[config.mk]
export PLATFORM = sky130hd
export DESIGN_NAME = sgl_loader
export DESIGN_NICKNAME = d
export VERILOG_FILES = /design/src/sgl_pkg.sv /design/src/sgl_loader.sv
export SDC_FILE = /design/constraint.sdc
export NUM_CORES = 1
export LEC_CHECK = 0
export BUFFER_PORTS_ARGS = -buffer_cell sky130_fd_sc_hd__buf_2
export CAP_MARGIN = 15
export CORE_MARGIN = 2
export CORE_UTILIZATION = 55
export DETAILED_ROUTE_END_ITERATION = 8
export PLACE_DENSITY = 0.82
export RECOVER_POWER = 100
export SYNTH_ARGS = -nofsm -noshare
export SYNTH_HDL_FRONTEND = slang
export SYNTH_SLANG_ARGS = --single-unit
[constraint.sdc]
create_clock -name i_ref_clk -period 3.7 [get_ports i_ref_clk]
set_input_delay 0.37 -clock i_ref_clk [delete_from_list [all_inputs] [get_ports i_ref_clk]]
set_output_delay 0.37 -clock i_ref_clk [all_outputs]
set_load 0.05 [all_outputs]
[src/sgl_pkg.sv]
// Summary of operation
// - Each serial clock rise while load enable is low shifts one data bit in, most significant bit first.
// - While load enable is low the latched gain code stays unchanged.
// - Load enable rising copies the shift register into the latch.
// - While load enable is high serial clock edges do not shift.
// - Gain code is unsigned 0 to 255, all ones is maximum gain.
// - Gain rises 0.077 V/V per step above 0.316 V/V at code zero.
// - Each latched bit enables one binary-weighted attenuator stage.
// - Sleep input high selects forward mode with output stage on.
// - Sleep input low turns off output and input stages, enables hold amp.
// - Sleep mode leaves the latched gain code untouched.
// - Load enable falling freezes the latch and enables shifting.
// - Sleep input acts at any time, output off 14 clock cycles (70 ns) later.
package sgl_pkg;

  // Datapath width
  localparam int unsigned CODE_W = 8;

  // Gain law in milli V/V
  localparam int unsigned GAIN_STEP_MILLI   = 77;
  localparam int unsigned GAIN_OFFSET_MILLI = 316;
  localparam int unsigned GAIN_W            = 15;

  // Clock and sleep timing
  localparam int unsigned CLK_MHZ      = 200;
  localparam int unsigned SLEEP_OFF_NS = 45;
  // Longest time, rounded down, never below one cycle
  localparam int unsigned SLEEP_CYC_RAW = (SLEEP_OFF_NS * CLK_MHZ) / 1000;
  localparam int unsigned SLEEP_CYC     = (SLEEP_CYC_RAW < 1) ? 1 : SLEEP_CYC_RAW;
  localparam int unsigned SLEEP_CNT_W   = 5;

  // Synchroniser depth and pin reset levels
  localparam int unsigned SYNC_STAGES = 3;
  localparam logic [3:0]  PIN_IDLE    = 4'h7;

  // Pins from the external controller
  typedef struct packed {
    logic sclk;
    logic serial_gain_in;
    logic load_enable_n;
    logic amp_sleep_n;
  } sgl_pins_s;

  // Amplifier stage controls
  typedef struct packed {
    logic fwd_stage_en;
    logic in_stage_en;
    logic rev_hold_en;
  } sgl_amp_s;

  localparam logic [2:0] AMP_FWD = 3'h6;
  localparam logic [2:0] AMP_REV = 3'h1;

endpackage : sgl_pkg

[src/sgl_loader.sv]
`timescale 1ns/1ps
`default_nettype none
module sgl_loader
  import sgl_pkg::*;
#(
  parameter int unsigned WIDTH = CODE_W
) (
  input  wire logic              i_ref_clk,
  input  wire logic              i_rst,
  input  wire sgl_pins_s         i_pins,
  output var  logic [WIDTH-1:0]  o_atten_sel,
  output var  logic [GAIN_W-1:0] o_gain_milli,
  output var  logic              o_code_valid,
  output var  sgl_amp_s          o_amp
);

  // Pin count taken from the pin carrier
  localparam int unsigned PIN_W = $bits(sgl_pins_s);

  // Load phase as seen through the filtered load enable
  typedef enum logic [0:0] {
    SGL_LD_HOLD  = 1'b0,
    SGL_LD_SHIFT = 1'b1
  } sgl_ld_e;

  // Synchroniser stages and filtered pins
  logic [PIN_W-1:0]       pins_raw;
  logic [PIN_W-1:0]       sync1;
  logic [PIN_W-1:0]       sync2;
  logic [PIN_W-1:0]       sync3;
  sgl_pins_s              filt;
  sgl_pins_s              filt_d;

  // Edge strobes, one cycle each
  logic                   sclk_rise;
  logic                   load_rise;
  logic                   load_fall;
  logic                   sleep_edge;

  // Load sequencing and datapath
  sgl_ld_e                ld_state;
  sgl_ld_e                next_ld_state;
  logic                   shift_en;
  logic [WIDTH-1:0]       shift_reg;
  logic [WIDTH-1:0]       next_shift_reg;
  logic [GAIN_W-1:0]      next_gain;

  // Sleep settle timer
  logic [SLEEP_CNT_W-1:0] sleep_cnt;
  logic [SLEEP_CNT_W-1:0] next_sleep_cnt;
  logic                   sleep_due;

  // Amplifier mode
  sgl_amp_s               next_amp;

  // Pin carrier as a plain vector
  assign pins_raw = i_pins;

  // Three flops per pin, then a filter waiting for stages two and three to agree
  genvar gi;
  generate
    for (gi = 0; gi < PIN_W; gi = gi + 1) begin : g_pin
      always_ff @(posedge i_ref_clk) begin
        if (i_rst) begin
          sync1[gi] <= PIN_IDLE[gi];
          sync2[gi] <= PIN_IDLE[gi];
          sync3[gi] <= PIN_IDLE[gi];
        end else begin
          sync1[gi] <= pins_raw[gi];
          sync2[gi] <= sync1[gi];
          sync3[gi] <= sync2[gi];
        end
      end

      // Filtered level and its one-cycle delayed copy
      always_ff @(posedge i_ref_clk) begin
        if (i_rst) begin
          filt[gi]   <= PIN_IDLE[gi];
          filt_d[gi] <= PIN_IDLE[gi];
        end else begin
          if (sync2[gi] == sync3[gi]) begin
            filt[gi] <= sync3[gi];
          end
          filt_d[gi] <= filt[gi];
        end
      end
    end
  endgenerate

  // Edge strobes from the filtered pins
  assign sclk_rise  = filt.sclk & ~filt_d.sclk;
  assign load_rise  = filt.load_enable_n & ~filt_d.load_enable_n;
  assign load_fall  = ~filt.load_enable_n & filt_d.load_enable_n;
  assign sleep_edge = filt.amp_sleep_n ^ filt_d.amp_sleep_n;

  // Load phase register, holding after reset
  always_ff @(posedge i_ref_clk) begin
    if (i_rst) begin
      ld_state <= SGL_LD_HOLD;
    end else begin
      ld_state <= next_ld_state;
    end
  end

  // Falling load enable opens shifting, rising load enable closes it
  always_comb begin
    next_ld_state = ld_state;
    case (ld_state)
      SGL_LD_HOLD: begin
        if (load_fall) begin
          next_ld_state = SGL_LD_SHIFT;
        end
      end
      SGL_LD_SHIFT: begin
        if (load_rise) begin
          next_ld_state = SGL_LD_HOLD;
        end
      end
      default: begin
        next_ld_state = SGL_LD_HOLD;
      end
    endcase
  end

  // Shift clock gate, shut in the very cycle that load enable rises
  assign shift_en = (next_ld_state == SGL_LD_SHIFT);

  // Next shift value, MSB first
  always_comb begin
    next_shift_reg = shift_reg;
    if (sclk_rise && shift_en) begin
      next_shift_reg = {shift_reg[WIDTH-2:0], filt.serial_gain_in};
    end
  end

  // Shift register
  always_ff @(posedge i_ref_clk) begin
    if (i_rst) begin
      shift_reg <= '0;
    end else begin
      shift_reg <= next_shift_reg;
    end
  end

  // One latch bit per attenuator stage, closed while load enable is low
  genvar si;
  generate
    for (si = 0; si < WIDTH; si = si + 1) begin : g_stage
      always_ff @(posedge i_ref_clk) begin
        if (i_rst) begin
          o_atten_sel[si] <= 1'b0;
        end else if (load_rise) begin
          o_atten_sel[si] <= shift_reg[si];
        end
      end
    end
  endgenerate

  // Gain in milli V/V, unsigned code times step plus offset
  assign next_gain = GAIN_W'(GAIN_OFFSET_MILLI + GAIN_STEP_MILLI * shift_reg);

  // Gain register, moves together with the latch
  always_ff @(posedge i_ref_clk) begin
    if (i_rst) begin
      o_gain_milli <= GAIN_W'(GAIN_OFFSET_MILLI);
    end else if (load_rise) begin
      o_gain_milli <= next_gain;
    end
  end

  // Valid after the first completed load
  always_ff @(posedge i_ref_clk) begin
    if (i_rst) begin
      o_code_valid <= 1'b0;
    end else if (load_rise) begin
      o_code_valid <= 1'b1;
    end
  end

  // Settle count restarts on each filtered sleep change, stops at the limit
  always_comb begin
    next_sleep_cnt = sleep_cnt;
    if (sleep_edge) begin
      next_sleep_cnt = '0;
    end else if (sleep_cnt < SLEEP_CNT_W'(SLEEP_CYC)) begin
      next_sleep_cnt = sleep_cnt + 1'b1;
    end
  end

  // Settle counter
  always_ff @(posedge i_ref_clk) begin
    if (i_rst) begin
      sleep_cnt <= '0;
    end else begin
      sleep_cnt <= next_sleep_cnt;
    end
  end

  // Mode switch falls due one count before the limit
  assign sleep_due = (sleep_cnt == SLEEP_CNT_W'(SLEEP_CYC - 1));

  // Mode chosen by the settled sleep level, code latch untouched
  always_comb begin
    next_amp = o_amp;
    if (sleep_due) begin
      if (filt.amp_sleep_n) begin
        next_amp = AMP_FWD;
      end else begin
        next_amp = AMP_REV;
      end
    end
  end

  // Amplifier mode register
  always_ff @(posedge i_ref_clk) begin
    if (i_rst) begin
      o_amp <= AMP_FWD;
    end else begin
      o_amp <= next_amp;
    end
  end

endmodule : sgl_loader
`default_nettype wire

==> reports/results.ini <==
[yosys]
yosys.area.top_type_share_pct = 38.4
synth_seq_cells = 57
yosysUniqueCellTypes = 41
synthCells = 310
synth.cell_area_mm2 = 0.00297
synth_top_area_cell = dfxtp_1
synth_nets = 364
ys.flop_type = dfxtp_1
syn_avg_cell_area_um2 = 9.58
synth_edf_count = 0
synthArstFlopShare_pct = 0
yosys-top-cells-area = dfxtp_1, ha_1, fa_1, nand2_1, a21oi_1
seq_area_frac_synth_pct = 38.4
yosys_warnings = 0

[floorplanning]
core-area_mm2 = 0.00517
io_pins = 33
dieArea_mm2 = 0.00600
fp.dieW_um = 77.5
die_h_um = 77.5
num_rows = 26
start_util_pct = 57.4

[route]
wl_per_cell_um = 13.3
dr_total_vias = 2188
ant_nets = 0
drt-initial-drc-count = 71
routed_wl_um = 5560
dr.pass1.iters = 6
drc = 0
via_per_inst = 5.22

[placement]
numPortBuffers = 32
gp_congestion = 0.801
dp_hpwl_um = 3810
place_ws_ns = 0.228

[clock_tree]
clk-insertion-delay-late_ns = 0.33
h-tree-depth = 3
cts_buffers = 9
cts_setup_buffers = 0
clock_sinks = 57
cts.repair.resized = 0
ctsHoldBuffers = 0
clk_pin_slew_worst_paths_ns = 0.06
clockRootBuffer = clkbuf_8
cts_tree = yes
clockBufferDepth = 2

[critical_path]
worstPathMaxFanout = 5
worstPathCellList = ha_1, ha_1, fa_1, inv_1, fa_1, inv_1, ha_1, a21oi_2, o31ai_2, nor4b_1, a211o_1
critical-path-top-delay-family = adder cells
path_class = flip-flop to flip-flop
r2r_start = shift_reg[5]$_SDFFE_PP0P_
critical_path.max_stage_delay_ns = 0.55
required_ns = 3.92
crit_path_start = shift_reg[5]$_SDFFE_PP0P_
cp_slowest_cell = fa_1
cp-start-kind = flip-flop
path_buf_inv = 2
worstPathArrival_ns = 3.67
end_kind = flip-flop
cpMostUsedCell = ha_1

[power]
p_leak_nw = 1.51
powerDensity_mw_per_mm2 = 393
peakVddDrop_mv = 0.253

[timing]
layout_setup_ws_ns = 0.246
fmax_mhz = 290
period_share_pct = 93.3
finalSetupViolations = 0
slew_headroom_pct = 3.96
slew_viol_final = 0
grt_setup_unrepaired = no
worst_pin_slew_ns = 1.44
min_period_ns = 3.45
hold-worst-slack_ns = 0.221
hold_viol_final = 0
clock_skew_ns = 0.00356
fin_tns_setup_ns = 0

[finish]
n_fill_cell = 431
fin_util_pct = 65.1
insertedDiodeCount = 0
nNetsFinal = 399
seq_area_mm2 = 0.00114
drive_above_1_share_pct = 10.9
syn2layout_area_growth_pct = 13.5
multiInputGateArea_mm2 = 0.00167
largest_reg_flops = 15

[hold_path]
worstHoldStart = i_pins[2]
hp-class = input pin to flip-flop

[global_route]
grt_max_degree = 58
grt_pass1_wl_um = 9400
grtUsageTotal_pct = 20.0
antenna_found_initial = 0
overflow = 0
grt_pass1_vias = 2130

[outcome]
status = finished, final reports clean

[flow_run]
drv_cap = 0

[cells in the final DEF (no fill, tap or decap), types with 3 or more instances in the layout]
| cell | count |
|---|---|
| or2_2 | 11 |
| ha_1 | 37 |
| nor2b_1 | 6 |
| buf_4 | 4 |
| a21oi_1 | 28 |
| dfxtp_1 | 57 |
| mux2i_1 | 8 |
| o21ai_0 | 4 |
| xor2_1 | 6 |
| inv_1 | 21 |
| nor3b_1 | 3 |
| clkbuf_1 | 30 |
| nor2_1 | 23 |
| clkbuf_8 | 12 |
| o21bai_1 | 3 |
| nor3_1 | 3 |
| buf_2 | 5 |
| xnor2_1 | 6 |
| nand2_1 | 38 |
| a211o_1 | 3 |
| fa_1 | 11 |
| nand3b_1 | 4 |
[cell families after synthesis]
family,count (synthesis),synth area share [%]
buffers and inverters,35,5.06
adder cells (fa/ha/maj),48,23.0
XOR/XNOR,12,3.54
AO/OA/AOI/OAI,54,11.4
multiplexers,9,3.08
flip-flops,57,38.4
AND/OR/NAND/NOR,95,15.5
[metal layers]
metal	wire, um	share of wire [%]	track usage (%)
met1	2430	44	22.8
met2	2860	51	35.4
met3	231	4.2	6.98
met4	35	0.63	5.36
met5	0	0	0
[cell type report]
cell class	count	area share [%]
clock buffer	13	5.01
multi-input combinational	218	49.5
inverter	21	2.34
tap	70	2.60
timing repair buffer	38	4.86
sequential	57	33.9
clock inverter	2	1.78
[worst register-to-register path, cell delays in order, from the launching register on]
cell and delay, ns:
dfxtp_1 0.42, ha_1 0.27, ha_1 0.30, fa_1 0.54
inv_1 0.07, fa_1 0.55, inv_1 0.05, ha_1 0.34
a21oi_2 0.10, o31ai_2 0.32, nor4b_1 0.09, a211o_1 0.31
[worst paths after layout]
| kind | endpoint | depth (start not counted) | slack [ns] |
|---|---|---|---|
| worst max-delay path | o_gain_milli[12]$_SDFFE_PP0P_ | 11 | 0.25 |
| worst min-delay path | sync1[2]$_SDFF_PP1_ | 2 | 0.22 |
| worst max register to register | o_gain_milli[12]$_SDFFE_PP0P_ | 11 | 0.25 |
| worst min register to register | sync2[2]$_SDFF_PP1_ | 1 | 0.41 |
[per-stage QoR]
stage | instances | power [mW] | cell area, um2
3_5_place_dp | 404 | 0.673 | 3190
3_3_place_gp | 404 | 0.671 | 3190
4_1_cts | 419 | 1.34 | 3420
2_1_floorplan | 310 | 0.665 | 2970
6_report | 419 | 1.32 | 3370
5_1_grt | 419 | 1.37 | 3370
[synthesized netlist by cell type, types with 2 or more instances]
cell,instances
buf_4,4
a211o_1,3
nand3b_1,4
nor2b_1,6
a211oi_1,2
o21a_1,2
ha_1,37
mux2i_1,8
o21bai_1,3
xnor2_1,6
nor4b_1,2
nor2_1,23
buf_2,3
buf_1,2
o21ai_0,4
or2_2,11
nand2b_1,2
xor2_1,6
a21o_1,2
o31ai_1,2
fa_1,11
nor3b_1,2
a21oi_1,27
clkbuf_1,5
nand2_1,38
nor3_1,3
dfxtp_1,57
inv_1,21
a21oi_2,2
[where the power goes]
group / switching, mW / internal [mW]
sequential: 0.00560 / 0.623
clock: 0.233 / 0.431
combinational: 0.0177 / 0.0128
total: 0.256 / 1.07
(Power assumes the default switching activity.)
